--- src/design/iop_map.vh ---
`ifndef IOP_MAP_VH
`define IOP_MAP_VH
// ----------------------------------------------------------------------
// register offsets (byte addresses, word index times four)
// ----------------------------------------------------------------------
`define IOP_IDX_P4_DATA 16'hFFD7
`define IOP_IDX_P4_DIR 16'hFFE7
`define IOP_ADR_P4_DATA 18'h3FF5C
`define IOP_ADR_P4_DIR 18'h3FF9C
`define IOP_ADR_P3_MODE 18'h00000
`define IOP_ADR_P3_DIR 18'h00004
`define IOP_ADR_P3_PULLUP 18'h00008
`define IOP_ADR_SER2_CTRL 18'h0000C
`define IOP_ADR_OP_MODE 18'h00010
`define IOP_ADR_P3_PINS 18'h00014
// ----------------------------------------------------------------------
// reset values
// ----------------------------------------------------------------------
`define IOP_RST_P4_DATA 8'hF8
`define IOP_RST_P4_DIR 8'hF8
`define IOP_RST_ZERO 8'h00
`define IOP_RST_MODE 3'h1
// ----------------------------------------------------------------------
// port-3 mode select bits
// ----------------------------------------------------------------------
`define IOP_P3M_PWM 0
`define IOP_P3M_UPDN 1
`define IOP_P3M_RESET_OUTPUT 2
// ----------------------------------------------------------------------
// serial2 control bits
// ----------------------------------------------------------------------
`define IOP_S2_TE 0
`define IOP_S2_INV 1
`define IOP_S2_GP 2
// ----------------------------------------------------------------------
// operating mode codes
// ----------------------------------------------------------------------
`define IOP_OM_ACTIVE 3'h0
`define IOP_OM_SUBACTIVE 3'h1
`define IOP_OM_SLEEP 3'h2
`define IOP_OM_SUBSLEEP 3'h3
`define IOP_OM_WATCH 3'h4
`define IOP_OM_STANDBY 3'h5
`endif

--- src/design/iop_port_ctrl.v ---
// Chosen here: register access over Wishbone.
`include "iop_map.vh"
module iop_port_ctrl
(
   input wire clk_i,
   input wire rst_i,
   input wire cyc_i,
   input wire stb_i,
   input wire we_i,
   input wire [3:0] sel_i,
   input wire [17:0] adr_i,
   input wire [31:0] dat_i,
   output reg [31:0] dat_o,
   output wire ack_o,
   input wire [7:0] port3_pin_i,
   output reg [7:0] port3_out_o,
   output reg [7:0] port3_oe_o,
   output reg [7:0] port3_pullup_o,
   output reg port3_count_direction_o,
   input wire pwm_i,
   input wire reset_output_i,
   input wire [3:0] port4_pin_i,
   output reg [2:0] port4_out_o,
   output reg [2:0] port4_oe_o,
   input wire serial2_tx_out_i,
   input wire serial2_rx_sel_i,
   input wire serial2_clk_oe_i,
   input wire serial2_clk_out_i,
   input wire serial2_clk_sel_i
);
   // ----------------------------------------------------------------------
   // registers
   // ----------------------------------------------------------------------
   reg [2:0] port3_mode_select_reg;
   reg [7:0] port3_direction_reg;
   reg [7:0] port3_pullup_enable_reg;
   reg [7:0] port3_data_reg;
   reg [2:0] port4_data_reg;
   reg [2:0] port4_direction_reg;
   reg [2:0] serial2_control_reg;
   reg [2:0] op_mode_reg;
   reg [7:0] port3_out_next;
   reg [7:0] port3_oe_next;
   reg [7:0] port3_pullup_next;
   reg [2:0] port4_out_next;
   reg [2:0] port4_oe_next;
   reg [7:0] port4_read;
   reg [31:0] rd_next;
   wire take;
   wire wr;
   wire [7:0] wbyte;
   wire standby;
   wire retain;
   wire tx_sel;
   integer i;
   integer j;
   // reset words are full bytes; only the three latch bits are stored
   wire [7:0] p4_data_rst = `IOP_RST_P4_DATA;
   wire [7:0] p4_dir_rst = `IOP_RST_P4_DIR;

   // ----------------------------------------------------------------------
   // bus handshake
   // ----------------------------------------------------------------------
   iop_wb_slave u_slave
   (
      .clk_i(clk_i),
      .rst_i(rst_i),
      .cyc_i(cyc_i),
      .stb_i(stb_i),
      .ack_o(ack_o),
      .take_o(take)
   );

   // writes need lane 0, where every register sits
   assign wr = take & we_i & sel_i[0];
   assign wbyte = dat_i[7:0];

   // address compare, used by both write and read paths
   function hit;
      input [17:0] a;
      input [17:0] b;
      begin
         hit = (a == b);
      end
   endfunction

   // ----------------------------------------------------------------------
   // register writes
   // ----------------------------------------------------------------------
   always @(posedge clk_i)
   begin
      if (rst_i)
      begin
         port3_mode_select_reg <= 3'h0;
         port3_direction_reg <= `IOP_RST_ZERO;
         port3_pullup_enable_reg <= `IOP_RST_ZERO;
         port3_data_reg <= `IOP_RST_ZERO;
         port4_data_reg <= p4_data_rst[2:0];
         port4_direction_reg <= p4_dir_rst[2:0];
         serial2_control_reg <= 3'h0;
         op_mode_reg <= `IOP_RST_MODE;
      end
      else if (wr)
      begin
         if (hit(adr_i, `IOP_ADR_P3_MODE))
            port3_mode_select_reg <= wbyte[2:0];
         if (hit(adr_i, `IOP_ADR_P3_DIR))
            port3_direction_reg <= wbyte;
         if (hit(adr_i, `IOP_ADR_P3_PULLUP))
            port3_pullup_enable_reg <= wbyte;
         if (hit(adr_i, `IOP_ADR_P3_PINS))
            port3_data_reg <= wbyte;
         // upper bits are fixed; only the three latches store
         if (hit(adr_i, `IOP_ADR_P4_DATA))
            port4_data_reg <= wbyte[2:0];
         if (hit(adr_i, `IOP_ADR_P4_DIR))
            port4_direction_reg <= wbyte[2:0];
         if (hit(adr_i, `IOP_ADR_SER2_CTRL))
            serial2_control_reg <= wbyte[2:0];
         if (hit(adr_i, `IOP_ADR_OP_MODE))
            op_mode_reg <= wbyte[2:0];
      end
   end

   // ----------------------------------------------------------------------
   // port 4 read value
   // ----------------------------------------------------------------------
   always @*
   begin
      port4_read = 8'hF0;
      port4_read[3] = port4_pin_i[3];
      for (i = 0; i < 3; i = i + 1)
      begin
         if (port4_direction_reg[i])
            port4_read[i] = port4_data_reg[i];
         else
            port4_read[i] = port4_pin_i[i];
      end
   end

   // ----------------------------------------------------------------------
   // read mux, unmapped words read zero
   // ----------------------------------------------------------------------
   always @*
   begin
      rd_next = 32'h00000000;
      if (hit(adr_i, `IOP_ADR_P4_DATA))
         rd_next[7:0] = port4_read;
      else if (hit(adr_i, `IOP_ADR_P4_DIR))
         rd_next[7:0] = 8'hFF;
      else if (hit(adr_i, `IOP_ADR_P3_MODE))
         rd_next[2:0] = port3_mode_select_reg;
      else if (hit(adr_i, `IOP_ADR_P3_DIR))
         rd_next[7:0] = port3_direction_reg;
      else if (hit(adr_i, `IOP_ADR_P3_PULLUP))
         rd_next[7:0] = port3_pullup_enable_reg;
      else if (hit(adr_i, `IOP_ADR_SER2_CTRL))
         rd_next[2:0] = serial2_control_reg;
      else if (hit(adr_i, `IOP_ADR_OP_MODE))
         rd_next[2:0] = op_mode_reg;
      else if (hit(adr_i, `IOP_ADR_P3_PINS))
         rd_next[7:0] = port3_pin_i;
   end

   always @(posedge clk_i)
   begin
      if (rst_i)
         dat_o <= 32'h00000000;
      else if (take)
         dat_o <= rd_next;
   end

   // ----------------------------------------------------------------------
   // operating mode decode
   // ----------------------------------------------------------------------
   assign standby = (op_mode_reg == `IOP_OM_STANDBY);
   assign retain = (op_mode_reg == `IOP_OM_SLEEP) |
                   (op_mode_reg == `IOP_OM_SUBSLEEP) |
                   (op_mode_reg == `IOP_OM_WATCH);
   // transmit enable alone hands pin over; invert bit only flips the driven data
   assign tx_sel = serial2_control_reg[`IOP_S2_TE];

   // ----------------------------------------------------------------------
   // port 3 pin drive
   // ----------------------------------------------------------------------
   always @*
   begin
      port3_out_next = port3_data_reg;
      port3_oe_next = port3_direction_reg;
      for (j = 0; j < 8; j = j + 1)
         port3_pullup_next[j] = ~port3_direction_reg[j] &
                                port3_pullup_enable_reg[j];
      if (port3_mode_select_reg[`IOP_P3M_PWM])
      begin
         port3_out_next[0] = pwm_i;
         port3_oe_next[0] = 1'b1;
      end
      if (port3_mode_select_reg[`IOP_P3M_UPDN])
      begin
         port3_oe_next[1] = 1'b0;
      end
      if (port3_mode_select_reg[`IOP_P3M_RESET_OUTPUT])
      begin
         port3_out_next[2] = reset_output_i;
         port3_oe_next[2] = 1'b1;
      end
      // upper pins: hold in sleep, subsleep and watch, float in standby unless pulled up
      if (retain)
      begin
         port3_out_next[7:3] = port3_out_o[7:3];
         port3_oe_next[7:3] = port3_oe_o[7:3];
      end
      else if (standby)
      begin
         port3_oe_next[7:3] = port3_pullup_next[7:3];
         port3_out_next[7:3] = 5'h1F;
      end
   end

   always @(posedge clk_i)
   begin
      if (rst_i)
      begin
         port3_out_o <= 8'h00;
         port3_oe_o <= 8'h00;
         port3_pullup_o <= 8'h00;
         port3_count_direction_o <= 1'b0;
      end
      else
      begin
         port3_out_o <= port3_out_next;
         port3_oe_o <= port3_oe_next;
         port3_pullup_o <= port3_pullup_next;
         port3_count_direction_o <=
            port3_mode_select_reg[`IOP_P3M_UPDN] & port3_pin_i[1];
      end
   end

   // ----------------------------------------------------------------------
   // port 4 pin drive
   // ----------------------------------------------------------------------
   always @*
   begin
      port4_out_next = port4_data_reg;
      port4_oe_next = port4_direction_reg;
      if (!serial2_control_reg[`IOP_S2_GP])
      begin
         // serial function owns pins 1 and 0
         port4_oe_next[1:0] = {1'b0, serial2_clk_oe_i};
         port4_out_next[1:0] = {1'b0, serial2_clk_out_i};
      end
      if (tx_sel)
      begin
         port4_oe_next[2] = 1'b1;
         port4_out_next[2] = serial2_tx_out_i ^
                             serial2_control_reg[`IOP_S2_INV];
      end
      if (standby)
         port4_oe_next = 3'h0;
      else if (retain)
      begin
         port4_oe_next = port4_oe_o;
         port4_out_next = port4_out_o;
      end
   end

   always @(posedge clk_i)
   begin
      if (rst_i)
      begin
         port4_out_o <= 3'h0;
         port4_oe_o <= 3'h0;
      end
      else
      begin
         port4_out_o <= port4_out_next;
         port4_oe_o <= port4_oe_next;
      end
   end
endmodule

--- src/design/iop_wb_slave.v ---
`include "iop_map.vh"
// ----------------------------------------------------------------------
// classic wishbone handshake: one wait state, ack for one cycle
// ----------------------------------------------------------------------
module iop_wb_slave
(
   input wire clk_i,
   input wire rst_i,
   input wire cyc_i,
   input wire stb_i,
   output reg ack_o,
   output wire take_o
);
   // take once per request; ack drop lets the master release first
   assign take_o = cyc_i & stb_i & ~ack_o;

   always @(posedge clk_i)
   begin
      if (rst_i)
         ack_o <= 1'b0;
      else
         ack_o <= take_o;
   end
endmodule

--- config.mk ---
export PLATFORM = sky130hd
export DESIGN_NAME = iop_port_ctrl
export DESIGN_NICKNAME = d
export VERILOG_FILES = /design/src/design/iop_port_ctrl.v /design/src/design/iop_wb_slave.v
export VERILOG_INCLUDE_DIRS = /design/src /design/src/design
export SDC_FILE = /design/constraint.sdc
export NUM_CORES = 1
export LEC_CHECK = 0
export ABC_AREA = 1
export BUFFER_PORTS_ARGS = -buffer_cell sky130_fd_sc_hd__buf_4
export CAP_MARGIN = 0
export CORE_MARGIN = 2
export CORE_UTILIZATION = 43
export DETAILED_ROUTE_END_ITERATION = 8
export GPL_ROUTABILITY_DRIVEN = 1
export PLACE_DENSITY = 0.82
export SLEW_MARGIN = 25
export SYNTH_ARGS = -nofsm -noshare
export SYNTH_HDL_FRONTEND = slang
export SYNTH_SLANG_ARGS = --single-unit
--- constraint.sdc ---
create_clock -name clk_i -period 2.05 [get_ports clk_i]
set_clock_uncertainty 0.2 [all_clocks]
set_input_delay 0.1025 -clock clk_i [delete_from_list [all_inputs] [get_ports clk_i]]
set_output_delay 0.1025 -clock clk_i [all_outputs]
set_load 0.02 [all_outputs]
==> results of run 1 <==
area by class of cell:
class | count | area, um2 | area share (%)
Inverter | 60 | 225 | 4.83
Clock buffer | 12 | 145 | 3.11
Timing Repair Buffer | 116 | 936 | 20.1
Tap cell | 105 | 131 | 2.82
Sequential cell | 79 | 1580 | 33.9
Multi-Input combinational cell | 319 | 1620 | 34.7
Clock inverter | 4 | 30.0 | 0.643
where the power goes:
| group | internal, mW | switching, mW | total [mW] |
|---|---|---|---|
| registers | 1.54 | 0.00435 | 1.54 |
| logic | 0.121 | 0.161 | 0.282 |
| clock network | 0.478 | 0.562 | 1.04 |
| total | 2.14 | 0.727 | 2.87 |
critical path, stage by stage, from the launching register on:
cell and delay [ns]:
sky130_fd_sc_hd__dfxtp_1 0.34, sky130_fd_sc_hd__nor2_4 0.12, sky130_fd_sc_hd__nand3_2 0.23, sky130_fd_sc_hd__inv_1 0.20, sky130_fd_sc_hd__nand4_1 0.25, sky130_fd_sc_hd__o21ai_0 0.24, sky130_fd_sc_hd__a21oi_1 0.06
logic make-up after synthesis:
group / count (synthesis)
compound gates: 149
buf+inv: 99
flops: 79
other cells: 1
simple gates: 146
through the flow:
step | total power, mW | setup slack, ns
2_1_floorplan | 1.74 | 0.370
3_3_place_gp | 1.83 | 0.248
3_5_place_dp | 1.83 | 0.151
4_1_cts | 2.88 | 0.295
5_1_grt | 2.97 | 0.109
6_report | 2.87 | 0.289
placed cells by master, fill, tap and decap left out, types with 2 or more instances in the layout:
master and count:
sky130_fd_sc_hd__clkbuf_8 10, sky130_fd_sc_hd__nor3_2 2, sky130_fd_sc_hd__nand2_1 40, sky130_fd_sc_hd__nand4_1 24, sky130_fd_sc_hd__nand2_2 2, sky130_fd_sc_hd__conb_1 24
sky130_fd_sc_hd__inv_1 57, sky130_fd_sc_hd__nor3_1 7, sky130_fd_sc_hd__clkbuf_1 2, sky130_fd_sc_hd__dfxtp_1 79, sky130_fd_sc_hd__o21ai_1 2, sky130_fd_sc_hd__o21ai_2 3
sky130_fd_sc_hd__a21oi_2 2, sky130_fd_sc_hd__buf_4 94, sky130_fd_sc_hd__o21ai_0 63, sky130_fd_sc_hd__dlygate4sd3_1 21, sky130_fd_sc_hd__nor2_4 3, sky130_fd_sc_hd__a31oi_1 8
sky130_fd_sc_hd__nor2_1 41, sky130_fd_sc_hd__inv_2 2, sky130_fd_sc_hd__nor2_2 3, sky130_fd_sc_hd__o211ai_1 6, sky130_fd_sc_hd__a21oi_1 64, sky130_fd_sc_hd__nand3_1 19
how the worst max path moves through the flow:
stage	startpoint	to	slack, ns	cells after the start
2_1_floorplan	u_slave.ack_o	port3_data_reg[5]	0.37	7
3_3_place_gp	adr_i[1]	port3_data_reg[4]	0.25	9
3_5_place_dp	adr_i[1]	port3_pullup_enable_reg[4]	0.15	7
4_1_cts	u_slave.ack_o	port4_data_reg[2]	0.30	6
5_1_grt	u_slave.ack_o	port4_data_reg[1]	0.11	6
6_report	u_slave.ack_o	port4_data_reg[2]	0.29	6
per-layer routing:
metal | global-route usage (%) | wire length, um | up-vias
met5 | 0 | 0 | -
met4 | 10.4 | 207 | 0
met3 | 2.77 | 701 | 18
met2 | 36.6 | 4640 | 158
met1 | 29.4 | 4280 | 1616
li1 | - | - | 1780
==> qor.txt, run 1 <==
Final Cycle Share: 85.9%
Worst hold stages: 5
Average wire length per cell after detail routing: 14.1 um
Post-cts resize count: 0
Final weighted congestion in routability-driven placement: 0.893
Simple-Gate Fraction of Synth Area: 20.4%
Static leakage: 2.03 nW
Worst R2R Path Depth: 6
Critical path required time: 2.08 ns
Clk_lat worst skew: 0.35 ns
Fin crit period: 1.76 ns
Count of cell types in the netlist: 32
DR DRC count: 0
Worst hold slack across all endpoints: 0.0431 ns
Clock-pin slew of the registers on the worst-case setup and hold paths: 0.08 ns
Category of the critical setup timing path: reg2reg
GRT Residual Overflow: 0
Final Instance Area: 4670 um2
Antenna cell count: 0
Run status: completed
Top post-synthesis cells by count: sky130_fd_sc_hd__dfxtp_1 (79), sky130_fd_sc_hd__a21oi_1 (64), sky130_fd_sc_hd__o21ai_0 (63)
Number of fill cells in the layout: 746
TritonRoute pass-1 iters: 5
Synth async-reset ratio: 0%
Number of enable flip-flop cells after synthesis: 0
CTS tree: yes
Post-synthesis average cell area: 7.57 um2
Share of the core filled with cells: 57.4%
Number of antenna violations at the first check in global routing: 0
Startpoint of the tightest hold check path: port3_pin_i[5]
Number of register bits inferred by synthesis: 79
Net count of the finished layout: 663
TritonCTS buffer count: 9
Warning count from the yosys run: 0
Cell Area, Synth: 3590 um2
Count of final setup violators: 0
Ports: 142
Synthesis-to-finish area growth: 30.1%
Placeable core region: 8130 um2
Power density over the cells: 614 nW/um2
Type of element launching the critical path: register
Achievable frequency: 568 MHz
Hold buffer count at cts: 21
Sequential area share after synthesis: 44.1%
Number of setup buffers added after CTS: 0
Critical path fanouts, max: 6
Via count: 3572
Capture point of the worst reg-to-reg path: port4_data_reg[2]
Total Wirelength: 9830 um
Avg Vias per Cell: 5.14
Num Clock Sinks: 79
Sum Neg Setup Slack: 0 ns
Die boundary height: 95.4 um
Maximum capacitance violations: 0
Highest ir drop seen on vdd: 0.334 mV
Internal reg-to-reg setup slack: 0.29 ns
Vias in the first global route: 3335
Worst Path Arrival: 1.79 ns
Number of non-filler instances in the completed layout: 695
Maximum number of pins on one net before global-route repair: 52
Slew Limit Fails: 0
Top cells by area, synth: sky130_fd_sc_hd__dfxtp_1 (44%), sky130_fd_sc_hd__a21oi_1 (8.9%), sky130_fd_sc_hd__o21ai_0 (8.8%)
Combinational family with the most area after synthesis: compound AO/OA/AOI/OAI gates
Proportion of netlist area held by the largest area contributor: 44.1%
Total routing usage reported by global routing: 22.4%
Count of mapped cells out of synthesis: 474
Effective utilization at floorplan: 44.1%
Antenna Nets Post-Route: 0
Yosys top cell by area: sky130_fd_sc_hd__dfxtp_1
Multiplexer fraction of the synthesized cell area: 0%
Fraction of final layout cells sized beyond drive strength 1: 22.0%
Worst reg2reg startpoint: u_slave.ack_o
Share of the synthesized area in compound gates (AO/OA/AOI/OAI): 22.1%
Placed cell count: 658
Maximum buffer depth of the clock tree: 2
Instance area after placement: 4280 um2
Port Buffers: 88
Number of design-rule violations left by the first detailed-router iteration: 174
Hold/Removal Path Class: in2reg
Critical path endpoint category: register
Leading cell type by number of instances after synthesis: sky130_fd_sc_hd__dfxtp_1
Adder-cell share of the synthesized area: 0%
Number of core rows: 33
Xor/xnor cell area share of the yosys netlist: 0%
Final hold violation count: 0
Unrepaired setup endpoints after global routing: false
Terminating pin of the worst hold path: dat_o[5]
X dimension of the die: 95.4 um
Detailed placer's ending HPWL: 7080 um
Floorplan die area: 9090 um2
Root cell of the clock tree: sky130_fd_sc_hd__clkbuf_8
Global-route wire length before repair: 15600 um
Flip-flop cell with the highest count after synthesis: sky130_fd_sc_hd__dfxtp_1
H-tree depth: 3
Note: power is estimated with default switching activity, not from simulation.
==> run 2: changes to the inputs <==
- ABC_CLOCK_PERIOD_IN_PS: unset -> 2050
- REMOVE_ABC_BUFFERS: unset -> 1
==> qor.txt, run 2 (same netlist as run 1, synthesis figures left out) <==
Run status: completed
Critical path fanouts, max: 6 (unchanged)
Highest ir drop seen on vdd: 0.437 mV (+31%)
Critical-path top delay cell: sky130_fd_sc_hd__dfxtp_1
Sum Neg Setup Slack: 0 ns (unchanged)
Die boundary height: 95.4 um (unchanged)
Maximum number of pins on one net before global-route repair: 40 (-23%)
Ports: 142 (unchanged)
Critical path endpoint category: register
Average wire length per cell after detail routing: 14.2 um (+0.35%)
Achievable frequency: 565 MHz (-0.55%)
Synthesis-to-finish area growth: 30.6%
Worst hold slack across all endpoints: 0.0183 ns (-0.0247 ns)
Detailed placer's ending HPWL: 7190 um (+1.5%)
Global-route wire length before repair: 15500 um (-0.53%)
Leading cell types in the layout, fill and taps excluded: sky130_fd_sc_hd__buf_4 (96), sky130_fd_sc_hd__dfxtp_1 (79), sky130_fd_sc_hd__a21oi_1 (64)
Delay of the slowest cell on the worst path: 0.35 ns (about the same)
Antenna cell count: 0 (unchanged)
TritonRoute pass-1 iters: 5 (unchanged)
Flip-flop and latch area: 1580 um2 (unchanged)
Avg Vias per Cell: 5.13 (-0.26%)
Most common cell after layout, fill and taps aside: sky130_fd_sc_hd__buf_4
Number of design-rule violations left by the first detailed-router iteration: 229 (+32%)
Total Wirelength: 9880 um (+0.50%)
Root cell of the clock tree: sky130_fd_sc_hd__clkbuf_8
Final Instance Area: 4690 um2 (+0.46%)
GR Layer Usage met2: 38.1% (+1.6 points)
Final Cycle Share: 86.4% (+0.48 points)
Antenna Nets Post-Route: 0 (unchanged)
DR DRC count: 0 (unchanged)
Multi-input gate area in the final layout: 1620 um2 (unchanged)
Maximum buffer depth of the clock tree: 2 (unchanged)
Met3 track utilization from global routing: 5.22% (+2.5 points)
Net count of the finished layout: 664 (+0.15%)
Type of element launching the critical path: register
Hold/Removal Path Class: in2reg
Maximum capacitance violations: 0 (unchanged)
Post-cts resize count: 0 (unchanged)
Final weighted congestion in routability-driven placement: 0.935 (+4.7%)
Total routing usage reported by global routing: 22.2% (-0.19 points)
Critical path required time: 2.09 ns (about the same)
Instance area after placement: 4300 um2 (+0.35%)
Number of core rows: 33 (unchanged)
Fraction of final layout cells sized beyond drive strength 1: 22.7% (+0.64 points)
Unrepaired setup endpoints after global routing: false
Overall power after layout: 2.94 mW (+2.4%)
CTS tree: yes
Count of final setup violators: 0 (unchanged)
Num Clock Sinks: 79 (unchanged)
Slew Limit Fails: 0 (unchanged)
Placeable core region: 8130 um2 (unchanged)
Met1 GRT Util: 26.8% (-2.6 points)
Clock-pin slew of the registers on the worst-case setup and hold paths: 0.08 ns (about the same)
Clk_lat worst skew: 0.36 ns (about the same)
H-tree depth: 3 (unchanged)
Via count: 3568 (-0.11%)
X dimension of the die: 95.4 um (unchanged)
Number of setup buffers added after CTS: 0 (unchanged)
Number of antenna violations at the first check in global routing: 0 (unchanged)
Final hold violation count: 0 (unchanged)
Layer with the highest usage: met2
Vias in the first global route: 3357 (+0.66%)
Static leakage: 2.04 nW (+0.70%)
Category of the critical setup timing path: reg2reg
Floorplan die area: 9090 um2 (unchanged)
GRT Residual Overflow: 0 (unchanged)
TritonCTS buffer count: 9 (unchanged)
Cells along the critical path: nor2_4 -> nand3_2 -> inv_1 -> nand3_1 -> o21ai_0 -> a21oi_1
Effective utilization at floorplan: 44.1% (unchanged)
Power density over the cells: 626 nW/um2 (+1.9%)
Number of fill cells in the layout: 744 (-0.27%)
Worst Path Arrival: 1.81 ns (+0.02 ns)
Fin crit period: 1.77 ns (+0.00981 ns)
Port Buffers: 88 (unchanged)
==> run 2: cell count changes in the layout (fill, tap and decap cells not counted), sizes merged <==
cell	change
clkbuf	-2
clkinv	+1
dlygate4sd3	-1
inv	+1
buf	+2
==> run 2: worst max-delay path, delay by kind of cell, from the launching register on <==
family / cells / cell delay [ns]
AO/OA/AOI/OAI: 2 / 0.31
buffers and inverters: 1 / 0.21
AND/OR/NAND/NOR: 3 / 0.58
flip-flops: 1 / 0.35
==> run 2: per-stage QoR <==
| stage | instances | utilization [%] | setup WS (ns) |
|---|---|---|---|
| 2_1_floorplan | 458 | - | 0.379 |
| 3_3_place_gp | 660 | 52.8 | 0.256 |
| 3_5_place_dp | 660 | 52.8 | 0.211 |
| 4_1_cts | 696 | 57.6 | 0.303 |
| 5_1_grt | 696 | 57.6 | 0.117 |
| 6_report | 696 | 57.6 | 0.279 |
==> run 2: area by class of cell <==
type,count,area share (%)
Timing Repair Buffer,117,20.1
Clock inverter,6,1.15
Clock buffer,10,2.94
Sequential cell,79,33.7
Tap cell,105,2.80
Multi-Input combinational cell,319,34.5
Inverter,60,4.80
==> run 2: worst paths after layout <==
kind,start,endpoint,slack [ns],depth (start not counted)
worst max register to register,u_slave.ack_o,serial2_control_reg[1],0.28,6
worst max-delay path,u_slave.ack_o,serial2_control_reg[1],0.28,6
worst min register to register,port3_data_reg[1],port3_out_o[1],0.24,2
worst min-delay path,port3_pin_i[5],dat_o[5],0.02,5
==> run 2: routing by layer <==
layer | part of all wire, % | vias to the layer above | routed length, um
li1 | - | 1783 | -
met1 | 42 | 1615 | 4130
met2 | 49 | 147 | 4830
met3 | 7.0 | 23 | 691
met4 | 2.3 | 0 | 227
met5 | 0 | - | 0
==> run 2: power by group <==
part           internal (mW)  total, mW  switching (mW)
Clock                  0.491       1.11           0.616
Combinational          0.121      0.283           0.162
Sequential              1.54       1.55         0.00476
==> run 2: what timing repair did <==
| action | in CTS | in global routing |
|---|---|---|
| setup endpoints to repair | 0 | 0 |
| hold buffers | 20 | 0 |
| hold endpoints to repair | 63 | 0 |
==> run 3: changes to the inputs <==
- CORE_ASPECT_RATIO: unset -> 0.8
==> qor.txt, run 3 (same netlist as run 1, synthesis figures left out) <==
Post-route worst setup slack: 0.137 ns (-0.142 ns)
Net count of the finished layout: 663 (-0.15%)
Slew Limit Fails: 0 (unchanged)
Type of element launching the critical path: register
Maximum buffer depth of the clock tree: 2 (unchanged)
Antenna cell count: 0 (unchanged)
Num Clock Sinks: 79 (unchanged)
Number of core rows: 29 (-12%)
Ports: 142 (unchanged)
Leading cell types in the layout, fill and taps excluded: sky130_fd_sc_hd__buf_4 (98), sky130_fd_sc_hd__dfxtp_1 (79), sky130_fd_sc_hd__a21oi_1 (64)
Global-route wire length before repair: 15800 um (+1.7%)
Delay of the slowest cell on the worst path: 0.57 ns (+0.22 ns)
Detailed placer's ending HPWL: 7420 um (+3.3%)
Floorplan die area: 9100 um2 (about the same)
Unrepaired setup endpoints after global routing: false
Average wire length per cell after detail routing: 14.3 um (+0.87%)
Sum Neg Setup Slack: 0 ns (unchanged)
Achievable frequency: 523 MHz (-7.4%)
Critical path required time: 2.13 ns (+0.04 ns)
Flip-flop and latch area: 1580 um2 (unchanged)
Worst Path Arrival: 1.99 ns (+0.18 ns)
Critical path fanouts, max: 6 (unchanged)
Setup WS pre-CTS: 0.166 ns (-0.0445 ns)
Placed cell count: 664 (+0.61%)
Placeable core region: 8020 um2 (-1.4%)
Root cell of the clock tree: sky130_fd_sc_hd__clkbuf_8
Synthesis-to-finish area growth: 30.1%
Hold/Removal Path Class: in2reg
Power density over the cells: 631 nW/um2 (+0.83%)
Number of fill cells in the layout: 724 (-2.7%)
Highest ir drop seen on vdd: 0.394 mV (-9.8%)
Critical-path top delay cell: sky130_fd_sc_hd__dlygate4sd3_1
Effective utilization at floorplan: 44.7% (+0.63 points)
Total Wirelength: 9980 um (+1.0%)
Final hold violation count: 0 (unchanged)
Overall power after layout: 2.95 mW (+0.43%)
Run status: completed
Internal reg-to-reg setup slack: 0.14 ns (-0.14 ns)
Via count: 3579 (+0.31%)
Worst hold slack across all endpoints: 0.0323 ns (+0.0140 ns)
DR DRC count: 0 (unchanged)
Fin crit period: 1.91 ns (+0.142 ns)
X dimension of the die: 106 um (+11%)
Most used cell, CP: sky130_fd_sc_hd__inv_2
Critical path endpoint category: register
CTS tree: yes
H-tree depth: 3 (unchanged)
Antenna Nets Post-Route: 0 (unchanged)
TritonCTS buffer count: 9 (unchanged)
Vias in the first global route: 3274 (-2.5%)
Maximum capacitance violations: 0 (unchanged)
Most common cell after layout, fill and taps aside: sky130_fd_sc_hd__buf_4
Fraction of final layout cells sized beyond drive strength 1: 23.1% (+0.42 points)
Clock-pin slew of the registers on the worst-case setup and hold paths: 0.08 ns (about the same)
Multi-input gate area in the final layout: 1630 um2 (+0.46%)
Count of final setup violators: 0 (unchanged)
Total routing usage reported by global routing: 22.2% (+0.070 points)
Number of antenna violations at the first check in global routing: 0 (unchanged)
Static leakage: 2.04 nW (about the same)
Cells along the critical path: nor2_4 -> nand3_4 -> inv_2 -> nand4_1 -> inv_2 -> a21oi_1 -> dlygate4sd3_1 -> o21ai_0
Avg Vias per Cell: 5.13 (+0.16%)
Maximum number of pins on one net before global-route repair: 38 (-5.0%)
Final Cycle Share: 93.3% (+6.9 points)
Final weighted congestion in routability-driven placement: 0.928 (-0.74%)
Number of design-rule violations left by the first detailed-router iteration: 252 (+10%)
Clk_lat worst skew: 0.35 ns (about the same)
TritonRoute pass-1 iters: 5 (unchanged)
Port Buffers: 88 (unchanged)
Number of non-filler instances in the completed layout: 697 (+0.14%)
GRT Residual Overflow: 0 (unchanged)
Die boundary height: 85.7 um (-10%)
Category of the critical setup timing path: reg2reg
run 3: cell types whose count changed in the layout (fill, tap and decap cells not counted), sizes merged:
cell / previous run / this run
clkbuf: 10 / 9
dlygate4sd3: 20 / 18
inv: 61 / 60
buf: 97 / 98
bufinv: 0 / 1
clkinv: 4 / 5
clkinvlp: 1 / 0
run 3: layer usage:
metal,vias to the layer above,part of all wire (%),track usage [%]
li1,1777,-,-
met1,1641,46,31.0
met2,150,45,34.4
met3,11,7.5,4.94
met4,0,1.3,7.30
met5,-,0,0
run 3: final timing paths:
path                          to  cells past startpoint               from
hold / removal          dat_o[3]                      5     port4_pin_i[3]
hold reg to reg   port3_out_o[1]                      2  port3_data_reg[1]
setup reg to reg  op_mode_reg[0]                      8      u_slave.ack_o
setup / recovery  op_mode_reg[0]                      8      u_slave.ack_o
run 3: worst max-delay path: cells and delay by family, from the launching register on:
kind | cells | cell delay (ns)
DFF | 1 | 0.34
and+or+nand+nor | 3 | 0.37
buffers and inverters | 3 | 0.79
AOI/OAI and AO/OA | 2 | 0.14
run 3: where the power goes:
group | total [mW] | internal [mW] | switching [mW]
combinational | 0.280 | 0.117 | 0.163
sequential | 1.55 | 1.54 | 0.00461
clock | 1.12 | 0.554 | 0.570
run 3: per-stage QoR:
step / cell area, um2 / utilization [%]
finish: 4670 / 58.2
global route: 4670 / 58.2
CTS: 4660 / 58.1
detailed placement: 4300 / 53.6
global placement: 4300 / 53.6
floorplan: 3420 / -
run 3: final cells by class:
| class | instances | area share, % |
|---|---|---|
| multi-input combinational | 319 | 34.8 |
| tap | 108 | 2.89 |
| clock inverter | 6 | 1.34 |
| timing repair buffer | 116 | 19.6 |
| clock buffer | 9 | 2.65 |
| inverter | 60 | 4.82 |
| sequential | 79 | 33.9 |
run 3: repair_timing:
action	4_1_cts	5_1_grt
setup endpoints to repair	0	1
endpoints found under the hold margin	62	0
hold buffers	18	0
resized for setup	0	3
setup buffers	0	0
